==> config.mk <==
export PLATFORM = sky130hd
export DESIGN_NAME = dtc_timer
export DESIGN_NICKNAME = d
export VERILOG_FILES = /design/src/core/dtc_pkg.sv /design/src/core/dtc_prescaler.sv /design/src/core/dtc_timer.sv
export SDC_FILE = /design/constraint.sdc
export NUM_CORES = 1
export LEC_CHECK = 0
export BUFFER_PORTS_ARGS = -buffer_cell sky130_fd_sc_hd__buf_4
export CAP_MARGIN = 30
export CELL_PAD_IN_SITES_DETAIL_PLACEMENT = 1
export CELL_PAD_IN_SITES_GLOBAL_PLACEMENT = 2
export CORE_MARGIN = 4
export CORE_UTILIZATION = 39
export CTS_CLUSTER_SIZE = 24
export DETAILED_ROUTE_END_ITERATION = 10
export HOLD_SLACK_MARGIN = 0.02
export PLACE_DENSITY_LB_ADDON = 0.1
export SYNTH_ARGS = -nofsm -noshare
export SYNTH_HDL_FRONTEND = slang
export SYNTH_SLANG_ARGS = --single-unit
export TNS_END_PERCENT = 10
==> constraint.sdc <==
create_clock -name clk_i -period 7.2 [get_ports clk_i]
set_clock_uncertainty 0.05 [all_clocks]
set_input_delay 0.36 -clock clk_i [delete_from_list [all_inputs] [get_ports clk_i]]
set_output_delay 0.36 -clock clk_i [all_outputs]
set_load 0.005 [all_outputs]
==> src/core/dtc_pkg.sv <==
// Shared constants for the dual 8-bit timer/counter with divider, PWM and cascade modes
package dtc_pkg;

  // ----------------------------------------------------------------
  // Clock rates and prescaler taps
  // ----------------------------------------------------------------
  localparam int CLK_HZ = 20_000_000;
  localparam int SUB_OSC_HZ = 32_768;
  // Sub oscillator is modelled as an enable every SUB_DIV main clocks (rounded down)
  localparam int SUB_DIV = CLK_HZ / SUB_OSC_HZ;
  localparam int SUB_CNT_W = 10;
  localparam int MAIN_DIV_W = 11;
  localparam int EXP_MAIN2 = 1;
  localparam int EXP_MAIN8 = 3;
  localparam int EXP_MAIN32 = 5;
  localparam int EXP_MAIN128 = 7;
  localparam int EXP_MAIN2048 = 11;
  localparam int SUB8_W = 3;
  localparam int NTAPS = 8;
  localparam int TAP_MAIN = 0;
  localparam int TAP_MAIN2 = 1;
  localparam int TAP_MAIN8 = 2;
  localparam int TAP_MAIN32 = 3;
  localparam int TAP_MAIN128 = 4;
  localparam int TAP_MAIN2048 = 5;
  localparam int TAP_SUB = 6;
  localparam int TAP_SUB8 = 7;

  // ----------------------------------------------------------------
  // Channel control register layout
  // ----------------------------------------------------------------
  localparam int NCH = 2;
  localparam int LOWER = 0;
  localparam int UPPER = 1;
  localparam int CR_PRESET_BIT = 7;
  localparam int CR_RUN_BIT = 3;
  localparam int CR_CSEL_LSB = 4;
  localparam int CR_MODE_LSB = 0;
  localparam logic [2:0] MODE_TIMER8 = 3'h0;
  localparam logic [2:0] MODE_DIV = 3'h1;
  localparam logic [2:0] MODE_PWM = 3'h2;
  localparam logic [2:0] MODE_16L = 3'h3;
  localparam logic [2:0] MODE_16H = 3'h4;
  localparam logic [2:0] CS_SLOWEST = 3'h0;
  localparam logic [2:0] CS_MAIN128 = 3'h1;
  localparam logic [2:0] CS_MAIN32 = 3'h2;
  localparam logic [2:0] CS_MAIN8 = 3'h3;
  localparam logic [2:0] CS_SUB = 3'h4;
  localparam logic [2:0] CS_MAIN2 = 3'h5;
  localparam logic [2:0] CS_MAIN = 3'h6;

  // ----------------------------------------------------------------
  // Register map (byte addresses) and reset values
  // ----------------------------------------------------------------
  localparam int CH_STRIDE = 4;
  localparam logic [7:0] OFS_CTRL = 8'h00;
  localparam logic [7:0] OFS_PERIOD = 8'h08;
  localparam logic [7:0] OFS_DUTY = 8'h10;
  localparam logic [7:0] OFS_CFG = 8'h18;
  localparam logic [7:0] OFS_STAT = 8'h1C;
  localparam int CFG_TAP_BIT = 0;
  localparam int CFG_SLOW_BIT = 1;
  localparam int STAT_PIN_LSB = 16;
  localparam logic [7:0] CTRL_RST = 8'h00;
  localparam logic [7:0] PERIOD_RST = 8'hFF;
  localparam logic [7:0] DUTY_RST = 8'h00;
  localparam logic [1:0] CFG_RST = 2'h0;
  localparam logic [7:0] CNT_MAX = 8'hFF;
  localparam logic [7:0] CNT_ONE = 8'h01;
  localparam logic [15:0] CNT16_ONE = 16'h0001;

endpackage : dtc_pkg

==> src/core/dtc_prescaler.sv <==
// Prescaler producing one-cycle enable pulses for every source clock tap
`timescale 1ns/1ps
module dtc_prescaler (
  input wire logic clk_i,
  input wire logic rst_i,
  output logic [dtc_pkg::NTAPS-1:0] tap_o
);
  import dtc_pkg::*;

  logic [MAIN_DIV_W-1:0] main_cnt_r;
  logic [SUB_CNT_W-1:0] sub_cnt_r;
  logic [SUB8_W-1:0] sub8_cnt_r;
  logic [NTAPS-1:0] tap_r;
  wire sub_wrap = sub_cnt_r == SUB_CNT_W'(SUB_DIV - 1);
  wire [NTAPS-1:0] tap_nxt;

  // ----------------------------------------------------------------
  // Tap decode: a main tap fires when the low bits of its divider are all ones; sub taps fire on the sub divider wrap
  // ----------------------------------------------------------------
  assign tap_nxt[TAP_MAIN] = 1'b1;
  assign tap_nxt[TAP_MAIN2] = &main_cnt_r[EXP_MAIN2-1:0];
  assign tap_nxt[TAP_MAIN8] = &main_cnt_r[EXP_MAIN8-1:0];
  assign tap_nxt[TAP_MAIN32] = &main_cnt_r[EXP_MAIN32-1:0];
  assign tap_nxt[TAP_MAIN128] = &main_cnt_r[EXP_MAIN128-1:0];
  assign tap_nxt[TAP_MAIN2048] = &main_cnt_r[EXP_MAIN2048-1:0];
  assign tap_nxt[TAP_SUB] = sub_wrap;
  assign tap_nxt[TAP_SUB8] = sub_wrap & (&sub8_cnt_r);

  // Free-running dividers; the sub clock never stops so its taps stay in phase
  always_ff @(posedge clk_i) begin
    if (rst_i) begin
      main_cnt_r <= '0;
      sub_cnt_r <= '0;
      sub8_cnt_r <= '0;
      tap_r <= '0;
    end else begin
      main_cnt_r <= main_cnt_r + MAIN_DIV_W'(1);
      sub_cnt_r <= sub_wrap ? '0 : sub_cnt_r + SUB_CNT_W'(1);
      if (sub_wrap) begin
        sub8_cnt_r <= sub8_cnt_r + SUB8_W'(1);
      end
      tap_r <= tap_nxt;
    end
  end

  assign tap_o = tap_r;

endmodule : dtc_prescaler

==> src/core/dtc_timer.sv <==
// Dual 8-bit timer/counter: divider output, 8-bit PWM and cascaded 16-bit timer
//
// What this block does
// - Divider mode gives a 50% duty square wave
// - Divider match toggles flop, clears counter, raises request
// - Divider pin is the inverse of the flop
// - Software presets the flop; reset clears it
// - Period register unbuffered; writes act at once
// - Stopping holds pin; preset only after the stop
// - Control bit 3 runs, bit 7 presets flop
// - 0x11 picks main/128 divider mode; 0x19 starts
// - PWM toggles on duty match and on overflow
// - PWM pin inverts flop; preset picks pulse polarity
// - Running PWM duty write loads at next request
// - Duty read returns the value in use
// - Stopping PWM holds pin; preset after stop
// - PWM adds sub, main/2, main; sub-clock limits taps
// - Upper run bit starts cascaded 16-bit match timer
// - 16-bit mode only uses the four prescaled taps
// - Lower 0x13, upper 0x04 then 0x0C runs cascade
//
// The implementer's own choices: the Wishbone interface to the registers and the register addresses.
`timescale 1ns/1ps
module dtc_timer (
  input wire logic clk_i,
  input wire logic rst_i,
  input wire logic [7:0] adr_i,
  input wire logic [31:0] dat_i,
  output logic [31:0] dat_o,
  input wire logic we_i,
  input wire logic [3:0] sel_i,
  input wire logic cyc_i,
  input wire logic stb_i,
  output logic ack_o,
  output logic [dtc_pkg::NCH-1:0] divider_out_pin_o,
  output logic [dtc_pkg::NCH-1:0] pwm_out_pin_o,
  output logic [dtc_pkg::NCH-1:0] channel_match_irq_o
);
  import dtc_pkg::*;

  // ----------------------------------------------------------------
  // Declarations
  // ----------------------------------------------------------------
  logic ack_r;
  logic [31:0] rdat_r;
  logic [1:0] cfg_r;
  logic [NTAPS-1:0] tap;
  logic [31:0] rd_mux;
  wire [8*NCH-1:0] ctrl_v;
  wire [8*NCH-1:0] period_v;
  wire [8*NCH-1:0] duty_v;
  wire [8*NCH-1:0] cnt_v;
  wire [NCH-1:0] pin_v;
  wire [NCH-1:0] tick_v;

  // ----------------------------------------------------------------
  // Source clock selection
  // ----------------------------------------------------------------
  // Unavailable selections give no tick at all, so the counter just stalls
  function automatic logic tick_of(input logic [2:0] csel, input logic pwm, input logic slow,
                                   input logic tap_sel, input logic [NTAPS-1:0] taps);
    logic t;
    t = 1'b0;
    case (csel)
      CS_SLOWEST: t = (tap_sel | slow) ? taps[TAP_SUB8] : taps[TAP_MAIN2048];
      CS_MAIN128: t = ~slow & taps[TAP_MAIN128];
      CS_MAIN32: t = ~slow & taps[TAP_MAIN32];
      CS_MAIN8: t = ~slow & taps[TAP_MAIN8];
      CS_SUB: t = pwm & taps[TAP_SUB];
      CS_MAIN2: t = pwm & ~slow & taps[TAP_MAIN2];
      CS_MAIN: t = pwm & ~slow & taps[TAP_MAIN];
      default: t = 1'b0;
    endcase
    return t;
  endfunction : tick_of

  dtc_prescaler u_prescaler (
    .clk_i(clk_i),
    .rst_i(rst_i),
    .tap_o(tap)
  );

  // ----------------------------------------------------------------
  // Wishbone slave: one wait state, single-cycle ack
  // ----------------------------------------------------------------
  // Gating with ack_r makes ack drop the cycle after it was given
  wire req = cyc_i & stb_i & ~ack_r;
  wire wr_stb = req & we_i & sel_i[0];
  wire rd_stb = req & ~we_i;
  wire wr_cfg = wr_stb & (adr_i == OFS_CFG);
  wire tap_sel = cfg_r[CFG_TAP_BIT];
  wire slow = cfg_r[CFG_SLOW_BIT];

  // ----------------------------------------------------------------
  // Cascade: the upper channel's mode decides, the upper run bit starts both
  // ----------------------------------------------------------------
  wire cascade = ctrl_v[8*UPPER+CR_MODE_LSB +: 3] == MODE_16H;
  wire casc_run = ctrl_v[8*UPPER+CR_RUN_BIT];
  wire casc_tick = casc_run & tick_v[LOWER];
  wire [15:0] cnt16 = {cnt_v[8*UPPER +: 8], cnt_v[8*LOWER +: 8]};
  wire [15:0] inc16 = cnt16 + CNT16_ONE;
  wire [15:0] per16 = {period_v[8*UPPER +: 8], period_v[8*LOWER +: 8]};
  wire hit16 = inc16 == per16;

  // ----------------------------------------------------------------
  // Per-channel counter, compare, output flop and registers
  // ----------------------------------------------------------------
  for (genvar j = 0; j < NCH; j++) begin : g_ch
    localparam logic [7:0] CH_OFS = 8'(j * CH_STRIDE);
    logic [7:0] ctrl_r;
    logic [7:0] period_r;
    logic [7:0] stage_r;
    logic [7:0] duty_r;
    logic [7:0] cnt_r;
    logic [7:0] cnt_nxt;
    logic pin_r;
    logic irq_r;
    logic flip;
    logic ev;

    // Control field decode
    wire [2:0] mode = ctrl_r[CR_MODE_LSB +: 3];
    wire [2:0] csel = ctrl_r[CR_CSEL_LSB +: 3];
    wire is_pwm = mode == MODE_PWM;
    wire is_div = mode == MODE_DIV;
    wire run = cascade ? casc_run : ctrl_r[CR_RUN_BIT];
    wire tick = run & tick_v[j];
    wire [7:0] inc = cnt_r + CNT_ONE;
    // PWM period ends on overflow, other modes on a period match
    wire hit8 = is_pwm ? (cnt_r == CNT_MAX) : (inc == period_r);
    wire duty_hit = is_pwm & (inc == duty_r);

    // Register write decode
    wire wr_ctrl = wr_stb & (adr_i == OFS_CTRL + CH_OFS);
    wire wr_per = wr_stb & (adr_i == OFS_PERIOD + CH_OFS);
    wire wr_duty = wr_stb & (adr_i == OFS_DUTY + CH_OFS);
    // Preset is taken only while the channel was already stopped
    wire preset_ok = wr_ctrl & ~run;

    assign tick_v[j] = tick_of(csel, is_pwm, slow, tap_sel, tap);
    assign ctrl_v[8*j +: 8] = ctrl_r;
    assign period_v[8*j +: 8] = period_r;
    assign duty_v[8*j +: 8] = duty_r;
    assign cnt_v[8*j +: 8] = cnt_r;
    assign pin_v[j] = pin_r;

    // Next counter value and the events of this tick
    always_comb begin
      cnt_nxt = cnt_r;
      flip = 1'b0;
      ev = 1'b0;
      if (!run) begin
        cnt_nxt = '0;
      end else if (cascade) begin
        if (casc_tick) begin
          cnt_nxt = hit16 ? '0 : inc16[8*j +: 8];
          ev = hit16 & (j == UPPER);
        end
      end else if (tick) begin
        cnt_nxt = hit8 ? '0 : inc;
        ev = hit8;
        flip = (is_div & hit8) | (is_pwm & (hit8 ^ duty_hit));
      end
    end

    // Configuration registers; the period is used directly, never staged
    always_ff @(posedge clk_i) begin
      if (rst_i) begin
        ctrl_r <= CTRL_RST;
        period_r <= PERIOD_RST;
      end else begin
        if (wr_ctrl) begin
          ctrl_r <= dat_i[7:0];
        end
        if (wr_per) begin
          period_r <= dat_i[7:0];
        end
      end
    end

    // Duty staging: a write while running in PWM mode waits for the period end
    always_ff @(posedge clk_i) begin
      if (rst_i) begin
        stage_r <= DUTY_RST;
        duty_r <= DUTY_RST;
      end else begin
        if (wr_duty) begin
          stage_r <= dat_i[7:0];
        end
        if (wr_duty & ~(run & is_pwm)) begin
          duty_r <= dat_i[7:0];
        end else if (ev & is_pwm) begin
          duty_r <= stage_r;
        end
      end
    end

    // Counter and match request
    always_ff @(posedge clk_i) begin
      if (rst_i) begin
        cnt_r <= '0;
        irq_r <= 1'b0;
      end else begin
        cnt_r <= cnt_nxt;
        irq_r <= ev;
      end
    end

    // The pin level is kept directly; the flop value is its inverse
    always_ff @(posedge clk_i) begin
      if (rst_i) begin
        pin_r <= 1'b1;
      end else if (preset_ok) begin
        pin_r <= ~dat_i[CR_PRESET_BIT];
      end else if (flip) begin
        pin_r <= ~pin_r;
      end
    end

    assign channel_match_irq_o[j] = irq_r;
  end : g_ch

  // ----------------------------------------------------------------
  // Both pins show the inverted flop; stopping leaves them as they were
  // ----------------------------------------------------------------
  assign divider_out_pin_o = pin_v;
  assign pwm_out_pin_o = pin_v;

  // ----------------------------------------------------------------
  // Read mux; unmapped addresses read as zero
  // ----------------------------------------------------------------
  wire [7:0] ch_idx_ofs = adr_i & 8'(CH_STRIDE);
  wire up_sel = ch_idx_ofs != 8'h00;
  wire [7:0] rd_ctrl = up_sel ? ctrl_v[8*UPPER +: 8] : ctrl_v[8*LOWER +: 8];
  wire [7:0] rd_per = up_sel ? period_v[8*UPPER +: 8] : period_v[8*LOWER +: 8];
  wire [7:0] rd_duty = up_sel ? duty_v[8*UPPER +: 8] : duty_v[8*LOWER +: 8];
  wire is_ctrl = (adr_i == OFS_CTRL) | (adr_i == OFS_CTRL + 8'(CH_STRIDE));
  wire is_per = (adr_i == OFS_PERIOD) | (adr_i == OFS_PERIOD + 8'(CH_STRIDE));
  wire is_duty = (adr_i == OFS_DUTY) | (adr_i == OFS_DUTY + 8'(CH_STRIDE));
  wire is_cfg = adr_i == OFS_CFG;
  wire is_stat = adr_i == OFS_STAT;

  always_comb begin
    rd_mux = '0;
    if (is_ctrl) begin
      rd_mux[7:0] = rd_ctrl;
    end else if (is_per) begin
      rd_mux[7:0] = rd_per;
    end else if (is_duty) begin
      rd_mux[7:0] = rd_duty;
    end else if (is_cfg) begin
      rd_mux[1:0] = cfg_r;
    end else if (is_stat) begin
      rd_mux[15:0] = cnt16;
      rd_mux[STAT_PIN_LSB +: NCH] = pin_v;
    end
  end

  // ----------------------------------------------------------------
  // Bus state and the shared configuration register
  // ----------------------------------------------------------------
  always_ff @(posedge clk_i) begin
    if (rst_i) begin
      ack_r <= 1'b0;
      rdat_r <= '0;
      cfg_r <= CFG_RST;
    end else begin
      ack_r <= req;
      if (rd_stb) begin
        rdat_r <= rd_mux;
      end
      if (wr_cfg) begin
        cfg_r <= dat_i[1:0];
      end
    end
  end

  assign ack_o = ack_r;
  assign dat_o = rdat_r;

endmodule : dtc_timer

# After elaboration in Yosys (flattened, before gate mapping)

Index checks and enable logic that the tools add are counted.

Register bits after elaboration: 137
Bits of input ports: 49
Output and inout port bits: 39
Word-level logic and storage cells: 189

$add $sub $neg: 6
Equal/unequal tests: 33
Mux-type cells: 50
Bitwise gates (word level): 59
Reduce and logical (&&, ||, !) cells: 19

Operator list:

| cell                                                | count |
|---|---|
| two-way mux 8 bit                                   | 20 |
| AND 1 bit                                           | 41 |
| equality test 8 x 5 -> 1 bit, second input constant | 4 |
| equality test 8 bit                                 | 4 |
| two-way mux 10 bit                                  | 3 |
| two-way mux 1 bit                                   | 22 |
| equality test 3 bit, second input constant          | 7 |
| equality test 3 x 2 -> 1 bit, second input constant | 6 |
| two-way mux 18 bit                                  | 1 |
| adder 16 x 1 -> 16 bit, second input constant       | 1 |
| adder 8 x 1 -> 8 bit, second input constant         | 2 |
| equality test 16 bit                                | 1 |
| equality test 8 x 4 -> 1 bit, second input constant | 2 |
| equality test 8 bit, second input constant          | 2 |
| two-way mux 16 bit                                  | 1 |
| one-hot mux 1 bit (7 select lines)                  | 2 |
| equality test 3 x 1 -> 1 bit, second input constant | 4 |
| nonzero test 2 bit                                  | 6 |
| adder 11 x 1 -> 11 bit, second input constant       | 1 |
| AND reduction 11 bit                                | 1 |
| adder 10 x 1 -> 10 bit, second input constant       | 1 |
| equality test 10 bit, second input constant         | 1 |
| NOT 1 bit                                           | 10 |
| equality test 8 x 3 -> 1 bit, second input constant | 1 |
| other kinds (12)                                    | 23 |

# Longest topological paths before layout

Gate-level depths: netlist of run 1.

Depth in word-level cells: 11
Depth in mapped cells: 10

# By module

Synthesis of run 1 repeated with hierarchy kept, for this count alone.

Cell total of the unflattened synthesis: 911
Area total of the unflattened synthesis: 7632.3 µm²

Modules (own cells, without submodules):

| module        | times used | cells an instance | area an instance (µm²) |
|---|---|---|---|
| dtc_timer     | 1          | 780               | 6299.8 |
| dtc_prescaler | 1          | 131               | 1332.5 |

# Worst setup path before layout of run 1

No wires, ideal clock.

Kind: register to register
From: register g_ch[1].cnt_r[1]
To: register g_ch[1].duty_r[7]
Library setup time: 0.132 ns
Arrival time: 2.411 ns
Path slack: 4.607 ns
Cell stages (with the launch flop): 11
Period minus slack after synthesis: 2.593 ns
Cell sequence: dfxtp_1 -> ha_1 -> buf_2 -> and4_1 -> a21o_1 -> nand3_1 -> or4_4 -> a211oi_4 -> nor2_1 -> nand2_1 -> a21oi_1

Word-level cells in the longest chain between the ends: 8

Ends and longest elaborated chain:

| item                                                                           | RTL line         | text |
|---|---|---|
| start, declared                                                                | dtc_timer.sv:114 | `logic [7:0] cnt_r;` |
| start signal, assigned                                                         | dtc_timer.sv:204 | `cnt_r <= cnt_nxt;` |
| parallel branches: the longest is 4 deep, another holds adder 16 x 1 -> 16 bit | n/a              |  |
| two-way mux 1 bit *                                                            | dtc_timer.sv:154 | `end else if (cascade) begin` |
| two-way mux 1 bit *                                                            | dtc_timer.sv:152 | `if (!run) begin` |
| AND 1 bit *                                                                    | dtc_timer.sv:192 | `end else if (ev & is_pwm) begin` |
| nonzero test 2 bit (no line) *                                                 | n/a              |  |
| end signal, assigned                                                           | dtc_timer.sv:191 | `duty_r <= dat_i[7:0];` |
| end signal, assigned                                                           | dtc_timer.sv:193 | `duty_r <= stage_r;` |
| end, declared                                                                  | dtc_timer.sv:113 | `logic [7:0] duty_r;` |

Every way passes the cells marked *.
A chain may end at the register's enable or synchronous reset.

# Final worst setup path of run 1

From: register g_ch[0].cnt_r[0]
To: register g_ch[0].cnt_r[5]

Word-level cells in the longest chain between the ends: 6

Ends and longest elaborated chain:

| item                                                                           | RTL line |
|---|---|
| start, declared                                                                | dtc_timer.sv:114 |
| start signal, assigned                                                         | dtc_timer.sv:204 |
| parallel branches: the longest is 5 deep, another holds adder 16 x 1 -> 16 bit | n/a |
| two-way mux 8 bit *                                                            | dtc_timer.sv:154 |

Every way passes the cells marked *. The select of a mux whose other input is x is not followed.

==> impl_metrics.py, run 1 <==
metrics = {
    "finish": {
        "fraction_of_final_layout_cells_sized_beyond_drive_strength_1_pct": 12.5,
        "diodes": 0,
        "area_delta_synth_final_pct": 12.2,
        "sequential_cell_area_mm2": 0.00274,
        "final_net_count": 954,
        "final_core_utilization_pct": 45.1,
        "multiInputGateArea_mm2": 0.00449,
        "fillCellCount": 2271,
    },
    "grt": {
        "use_met3_pct": 3.81,
        "met2_resource_use_gr_pct": 36.2,
        "grt_pass1_vias": 6799,
        "first_pass_grt_wire_length_um": 39300,
        "grt.overflow.total": 0,
        "number_of_antenna_violations_at_the_first_check_in_global_routing": 0,
        "top_usage_layer": "met2",
        "largest_net_degree_at_the_start_of_global_routing": 53,
        "grt_util_met1_pct": 32.2,
        "grt_util_all_layers_pct": 22.9,
    },
    "floorplan": {
        "core_region_area_mm2": 0.0190,
        "design.portCount": 88,
        "die_width_um": 148,
        "core.rowCount": 50,
        "fp.dieArea_mm2": 0.0219,
        "start_util_pct": 40.2,
        "die_h_um": 148,
    },
    "hold_path": {
        "hold_start": "dat_i[1]",
        "timing.hold.worst.class": "input pin to flip-flop",
        "hold_path_depth": 3,
        "hold_path_end": "g_ch[1].period_r[1]$_SDFFE_PP1P_",
    },
    "synthesis": {
        "synthTopCellsByArea": "dfxtp_1 (36%), mux2i_1 (10%), nor2_1 (5.4%)",
        "synthArstFlopShare_pct": 0,
        "netlist.area_leader.share_pct": 35.8,
        "netlist_instances": 894,
        "synth_warn": 0,
        "synth_area_per_cell_um2": 8.56,
        "synth_sequential_area_ratio_pct": 35.8,
        "synth.distinct_cells": 80,
        "yosysTopAreaCell": "dfxtp_1",
        "most_frequently_used_cell_type_in_the_post_synthesis_netlist": "dfxtp_1",
        "synth_top_flop_cell": "dfxtp_1",
        "synth.ff_latch_count": 137,
        "synth.cell_area_mm2": 0.00765,
        "synth_enable_flop_cells": 0,
        "synth.cells.most_frequent": "dfxtp_1 (137), nor2_1 (110), mux2i_1 (77), nand2_1 (73)",
    },
    "critical_path": {
        "crit_path_cell_trace": "ha_1 > nand3_1 > nor2_1 > xnor2_1 > a211o_1 > nor4_4 > a31oi_2 > a211oi_2 > nor3_1",
        "register_to_register_setup_slack_ns": 3.76,
        "cell_with_the_biggest_individual_delay_on_the_critical_path": "dfxtp_1",
        "critical_path_class": "flip-flop to flip-flop",
        "critPathBufInv": 0,
        "worst_path_largest_cell_delay_ns": 0.59,
        "timing.critical_path.fanout_max": 9,
        "arrival_ns": 3.67,
        "worstReg2RegEnd": "g_ch[0].cnt_r[5]$_SDFFE_PP0P_",
        "worst_setup_path_start_kind": "flip-flop",
        "reg2reg_from": "g_ch[0].cnt_r[0]$_SDFFE_PP0P_",
        "required_ns": 7.43,
        "r2r_cell_count": 9,
        "critPathTopFamily": "compound AO/OA/AOI/OAI gates",
        "worst_setup_path_end_kind": "flip-flop",
    },
    "clocking": {
        "clkSlewWorstSetupHoldPaths_ns": 0.07,
        "postCtsResizedCells": 0,
        "cts_num_sinks": 137,
        "hold_buffer_count_at_cts": 0,
        "insertion_delay_to_the_later_sink_of_the_worst_skew_pair_ns": 0.43,
        "post_cts_buffers": 0,
        "clock_tree.buffer_depth": 2,
        "cts_h_tree_depth": 4,
        "cts_tree": "yes",
        "cts-buffers-inserted": 17,
        "clockRootBuffer": "clkbuf_16",
    },
    "timing": {
        "report.final.hold_viol_count": 0,
        "fin_crit_ns": 3.44,
        "max-slew-margin-rel_pct": 34.2,
        "fmax_mhz": 291,
        "finalSetupViolCount": 0,
        "finalCritPeriodShare_pct": 47.7,
        "rsz0062_at_grt": "no",
        "fin_setup_tns_ns": 0,
        "timing_worst_slew_pin_value_ns": 0.962,
        "total_count_of_max_transition_violations_in_the_final_report": 0,
        "final.setup.worst_slack_ns": 3.76,
    },
    "route": {
        "post-route-drc-count": 0,
        "via_count": 6643,
        "detail_route.wirelength_um": 24800,
        "routed_via_density": 5.68,
        "detail-route-antenna-nets": 0,
        "detail_route.wl_per_cell_um": 21.3,
        "dr.pass1.iters": 5,
        "first_iter_violations": 547,
    },
    "power_and_ir_drop": {
        "static-leakage-power_nw": 3.18,
        "power_density_mw_per_mm2": 200,
        "power_w": 0.00172,
        "max-vdd-ir-drop_mv": 0.170,
    },
    "outcome": {
        "status": "completed",
    },
    "placed_design": {
        "io_buffer_count": 46,
        "dpl.hpwl_um": 18300,
        "final_replace_weighted_congestion": 0.908,
        "detailedPlace.worstSlack_ns": 3.75,
    },
    "flow_run": {
        "max_cap_violations": 0,
    },
}
==> cell type report <==
| type | count | area share [%] |
|---|---|---|
| Multi-Input combinational cell | 676 | 52.3 |
| Sequential cell | 137 | 31.9 |
| Clock buffer | 18 | 5.12 |
| Timing Repair Buffer | 53 | 4.58 |
| Tap cell | 260 | 3.79 |
| Clock inverter | 14 | 1.75 |
| Inverter | 11 | 0.481 |
==> state kept, by name, summed over array words and instances (netlist names), 3 cells and up <==
name,flops
g_ch.stage_r,16
g_ch.duty_r,16
g_ch.cnt_r,16
dat_o,18
u_prescaler.main_cnt_r,11
g_ch.period_r,16
u_prescaler.sub8_cnt_r,3
u_prescaler.tap_o,8
g_ch.ctrl_r,16
u_prescaler.sub_cnt_r,10
==> layer usage <==
layer	share of wire (%)	routed length, um
met1	47	11800
met3	3.9	966
met4	2.1	520
met5	0	0
met2	47	11600
==> layout by cell type, fill, tap and decap left out, drive strengths merged, types with 4 or more instances in the layout <==
master / Yosys / final
buf: 44 / 53
conb: 1 / 14
a2111oi: 4 / 4
ha: 9 / 9
o22ai: 7 / 7
a21oi: 39 / 39
and3: 13 / 13
and2: 8 / 8
mux2i: 77 / 77
nand2: 73 / 73
nor2: 111 / 111
nor2b: 16 / 16
dfxtp: 137 / 137
nor3: 24 / 24
a311oi: 4 / 4
or4b: 4 / 4
nor4: 8 / 8
clkbuf: 39 / 18
mux2: 6 / 6
inv: 10 / 18
or2: 5 / 5
o21ai: 21 / 21
xor2: 25 / 25
or3b: 4 / 4
nand4: 17 / 17
a221oi: 8 / 8
nand2b: 7 / 7
a211oi: 23 / 23
nand3b: 5 / 5
clkinv: 1 / 5
a22oi: 9 / 9
and4: 4 / 4
xnor2: 39 / 39
nand3: 39 / 39
==> cells by family (layout without fill, tap and decap cells) <==
| group | count (synthesis) | in the layout | share of synthesized area (%) |
|---|---|---|---|
| adders and majority gates | 9 | 9 | 1.47 |
| xor gates and xnor gates | 66 | 66 | 7.93 |
| other | 1 | 14 | 0.0490 |
| and+or+nand+nor | 354 | 354 | 23.4 |
| AOI/OAI and AO/OA | 148 | 148 | 13.7 |
| buffers and inverters | 94 | 96 | 6.07 |
| muxes | 85 | 85 | 11.5 |
| DFF | 137 | 137 | 35.8 |
==> report_power, final <==
part | switching, W | internal, W
clock | 0.000387 | 0.000499
combinational | 0.0000423 | 0.0000222
sequential | 0.00000519 | 0.000763
==> tightest hold or removal path: stages <==
cell     delay (ns)
buf_4          0.16
mux2i_1        0.09
nand2_1        0.06
==> worst max path at each step <==
| stage | depth (start not counted) | to | startpoint |
|---|---|---|---|
| 3_5_place_dp | 9 | g_ch[0].cnt_r[4]$_SDFFE_PP0P_ | g_ch[0].cnt_r[0]$_SDFFE_PP0P_ |
| 2_1_floorplan | 10 | g_ch[1].duty_r[7]$_SDFFE_PP0P_ | g_ch[1].cnt_r[1]$_SDFFE_PP0P_ |
| 4_1_cts | 9 | g_ch[0].cnt_r[5]$_SDFFE_PP0P_ | g_ch[0].cnt_r[0]$_SDFFE_PP0P_ |
| 3_3_place_gp | 9 | g_ch[1].duty_r[1]$_SDFFE_PP0P_ | g_ch[1].cnt_r[0]$_SDFFE_PP0P_ |
| 6_report | 9 | g_ch[0].cnt_r[5]$_SDFFE_PP0P_ | g_ch[0].cnt_r[0]$_SDFFE_PP0P_ |
| 5_1_grt | 9 | g_ch[0].cnt_r[3]$_SDFFE_PP0P_ | g_ch[0].cnt_r[0]$_SDFFE_PP0P_ |
==> stage by stage <==
stage          hold slack [ns]  instance area, um2  std cells
5_1_grt                  0.221                8580       1169
3_3_place_gp             0.387                7980       1134
6_report                 0.217                8580       1169
3_5_place_dp             0.396                8000       1137
4_1_cts                  0.200                8580       1169
2_1_floorplan            0.371                7700        907
(Power assumes the default switching activity.)
==> inputs of run 2 (changes only) <==
ABC_AREA = 1   (was default)
CORE_UTILIZATION = 33   (was 39)
clock period = 3.2 ns   (was 7.2 ns; I/O delays follow)
==> impl_metrics.py, run 2 <==
metrics = {
    "synthesis": {
        "netlist.area_leader.share_pct": 35.7,
        "yosysTopAreaCell": "dfxtp_1",
        "synth_area_per_cell_um2": 6.81,
        "synth_top_flop_cell": "dfxtp_1",
        "synthTopCellsByArea": "dfxtp_1 (36%), nand2_1 (12%), nor2_1 (6.2%)",
        "synth.cell_area_mm2": 0.00768,
        "synth.cells.most_frequent": "nand2_1 (240), dfxtp_1 (137), nor2_1 (126), inv_1 (118), a21oi_1 (92)",
        "netlist_instances": 1128,
        "synth.distinct_cells": 51,
        "synth_enable_flop_cells": 0,
        "most_frequently_used_cell_type_in_the_post_synthesis_netlist": "nand2_1",
        "synthArstFlopShare_pct": 0,
        "synth.ff_latch_count": 137,
        "synth_sequential_area_ratio_pct": 35.7,
        "synth_warn": 0,
    },
    "timing": {
        "finalCritPeriodShare_pct": 84.1,
        "timing_worst_slew_pin_value_ns": 0.822,
        "fin_setup_tns_ns": 0,
        "fin_crit_ns": 2.69,
        "final.setup.worst_slack_ns": 0.510,
        "finalSetupViolCount": 0,
        "fmax_mhz": 372,
        "total_count_of_max_transition_violations_in_the_final_report": 0,
        "rsz0062_at_grt": "no",
        "max-slew-margin-rel_pct": 44.8,
        "report.final.hold_viol_count": 0,
    },
    "finish": {
        "final_net_count": 1230,
        "largest_register_ff_count": 18,
        "area_delta_synth_final_pct": 16.4,
        "finish.instance_area_mm2": 0.00895,
        "instances_no_fill": 1497,
        "fraction_of_final_layout_cells_sized_beyond_drive_strength_1_pct": 12.0,
        "diodes": 0,
        "layout_commonest_cell": "nand2_1",
        "most_frequent_cells_in_the_layout": "nand2_1 (240), dfxtp_1 (137), nor2_1 (126), inv_1 (118), a21oi_1 (92)",
    },
    "power_and_ir_drop": {
        "static-leakage-power_nw": 3.65,
        "clockPowerShare_pct": 53.3,
        "power.switching_w": 0.000995,
        "comb_pwr_share_pct": 3.9,
        "max-vdd-ir-drop_mv": 0.233,
        "power_density_mw_per_mm2": 450,
        "p_seq_share_pct": 42.8,
        "power_internal_w": 0.00304,
        "switching_share_pct": 24.7,
    },
    "floorplan": {
        "die_width_um": 161,
        "start_util_pct": 33.7,
        "die_h_um": 161,
        "design.portCount": 88,
        "core.rowCount": 55,
        "fp.dieArea_mm2": 0.0258,
        "core_region_area_mm2": 0.0228,
    },
    "outcome": {
        "status": "completed",
    },
    "clocking": {
        "cts_num_sinks": 137,
        "clockRootBuffer": "clkbuf_16",
        "clkSlewWorstSetupHoldPaths_ns": 0.06,
        "hold_buffer_count_at_cts": 7,
        "cts_h_tree_depth": 4,
        "clock_tree.buffer_depth": 2,
        "cts_tree": "yes",
        "insertion_delay_to_the_later_sink_of_the_worst_skew_pair_ns": 0.43,
        "post_cts_buffers": 0,
        "postCtsResizedCells": 0,
        "cts-buffers-inserted": 17,
    },
    "placed_design": {
        "place_inst": 1459,
        "final_replace_weighted_congestion": 0.887,
        "dpl.hpwl_um": 20900,
        "detailedPlace.worstSlack_ns": 0.567,
        "placed_cell_area_mm2": 0.00826,
        "io_buffer_count": 46,
    },
    "critical_path": {
        "worst_setup_path_end_kind": "flip-flop",
        "cell_with_the_biggest_individual_delay_on_the_critical_path": "dfxtp_1",
        "register_to_register_setup_slack_ns": 0.51,
        "worst_setup_path_start_kind": "flip-flop",
        "worst_path_most_repeated_cell": "nand2_1",
        "reg2reg_from": "g_ch[0].cnt_r[1]$_SDFFE_PP0P_",
        "crit_path_cell_trace": "ha_1 > nand3_4 > nand2_1 > nand2_1 > xor2_1 > o21ai_0 > nor2_1 > nand3_1 > nand2_1 > nand3_2 > nand3_1 > a21oi_1",
        "worstReg2RegEnd": "g_ch[0].cnt_r[1]$_SDFFE_PP0P_",
        "worst_path_largest_cell_delay_ns": 0.48,
        "critPathTopFamily": "simple AND/OR/NAND/NOR gates",
        "timing.critical_path.fanout_max": 8,
        "r2r_cell_count": 12,
        "critPathBufInv": 0,
        "critical_path_class": "flip-flop to flip-flop",
        "arrival_ns": 2.94,
        "required_ns": 3.45,
    },
    "route": {
        "routed_via_density": 4.98,
        "detail_route.wirelength_um": 27100,
        "dr.max_layer_used": "met4",
        "detail_route.wl_per_cell_um": 18.1,
        "wirelength_met1_um": 12900,
        "dr.pass1.iters": 5,
        "detail-route-antenna-nets": 0,
        "first_iter_violations": 372,
        "routed_length_on_met2_um": 12800,
        "wl_met3_um": 981,
        "via_count": 7461,
        "post-route-drc-count": 0,
    },
    "grt": {
        "first_pass_grt_wire_length_um": 42700,
        "largest_net_degree_at_the_start_of_global_routing": 42,
        "number_of_antenna_violations_at_the_first_check_in_global_routing": 0,
        "grt_util_all_layers_pct": 21.2,
        "grt_pass1_vias": 7255,
        "grt.overflow.total": 0,
    },
    "flow_run": {
        "max_cap_violations": 0,
    },
    "hold_path": {
        "hold_path_end": "g_ch[1].ctrl_r[3]$_SDFFE_PP0P_",
        "timing.hold.worst.class": "input pin to flip-flop",
        "hold_path_depth": 3,
        "hold_start": "dat_i[3]",
    },
}
-- run 2: changes by cell type in the layout (fill, tap and decap cells not counted), sizes merged, moves of 8 or more --
cell / previous run / this run
nor2: 111 / 137
o21ai: 21 / 89
xnor2: 39 / 3
and3: 13 / 2
nand3: 39 / 87
a22oi: 9 / 0
a21oi: 39 / 94
nand2: 73 / 249
nor2b: 16 / 0
inv: 18 / 139
o211ai: 3 / 28
a221oi: 8 / 0
mux2i: 77 / 1
xor2: 25 / 16
-- run 2: metal layers --
metal  vias up  GRT usage, %
met2       124          34.6
met3        21          3.39
met5         -             0
met4         0          5.01
met1      3515          29.5
li1       3801             -
-- run 2: tightest hold or removal path, stage by stage --
cell and delay, ns:
buf_4 0.11, o21ai_0 0.09, a21oi_1 0.11
-- run 2: layout make-up --
class,count,area [um2]
repair buffers,65,505
well taps,313,392
multi-input cells,819,4190
clock buffers,18,439
inverters,132,495
clock inverters,13,181
flip-flops and latches,137,2740
fillers,2898,13800
-- run 2: logic make-up after synthesis --
kind of cell               after synthesis  synth area share (%)
AOI/OAI and AO/OA                      238                  17.5
xor gates and xnor gates                19                  2.26
adders and majority gates                9                  1.47
buffers and inverters                  185                  10.4
DFF                                    137                  35.7
muxes                                    1                 0.130
other                                    1                0.0488
and+or+nand+nor                        538                  32.5
-- run 2: power by group through the flow --
| stage | logic [W] | clock network [W] | registers (W) |
|---|---|---|---|
| after global routing | 0.000177 | 0.00227 | 0.00173 |
| after floorplan | 0.0000919 | 0 | 0.00176 |
| after detailed placement | 0.000153 | 0 | 0.00176 |
| final | 0.000159 | 0.00215 | 0.00172 |
| after global placement | 0.000152 | 0 | 0.00176 |
| after CTS | 0.000160 | 0.00219 | 0.00172 |
-- run 2: per-stage QoR --
stage	power [W]	utilization, %	hold slack, ns
3_5_place_dp	0.00192	36.3	0.393
3_3_place_gp	0.00192	36.3	0.387
6_report	0.00403	39.3	0.0322
2_1_floorplan	0.00185	-	0.217
4_1_cts	0.00407	39.3	0.0209
5_1_grt	0.00417	39.3	0.0461
-- run 2: worst max-delay path by stage --
stage,from,slack (ns),cells after the start,endpoint
floorplan,g_ch[0].cnt_r[0]$_SDFFE_PP0P_,1.10,11,g_ch[0].cnt_r[1]$_SDFFE_PP0P_
detailed placement,g_ch[0].cnt_r[1]$_SDFFE_PP0P_,0.57,11,g_ch[0].cnt_r[1]$_SDFFE_PP0P_
CTS,g_ch[1].cnt_r[1]$_SDFFE_PP0P_,0.52,15,g_ch[1].duty_r[3]$_SDFFE_PP0P_
finish,g_ch[0].cnt_r[1]$_SDFFE_PP0P_,0.51,12,g_ch[0].cnt_r[1]$_SDFFE_PP0P_
global placement,g_ch[0].cnt_r[1]$_SDFFE_PP0P_,0.58,11,g_ch[0].cnt_r[6]$_SDFFE_PP0P_
global route,g_ch[1].cnt_r[1]$_SDFFE_PP0P_,0.25,18,g_ch[1].pin_r$_SDFFE_PP1P_
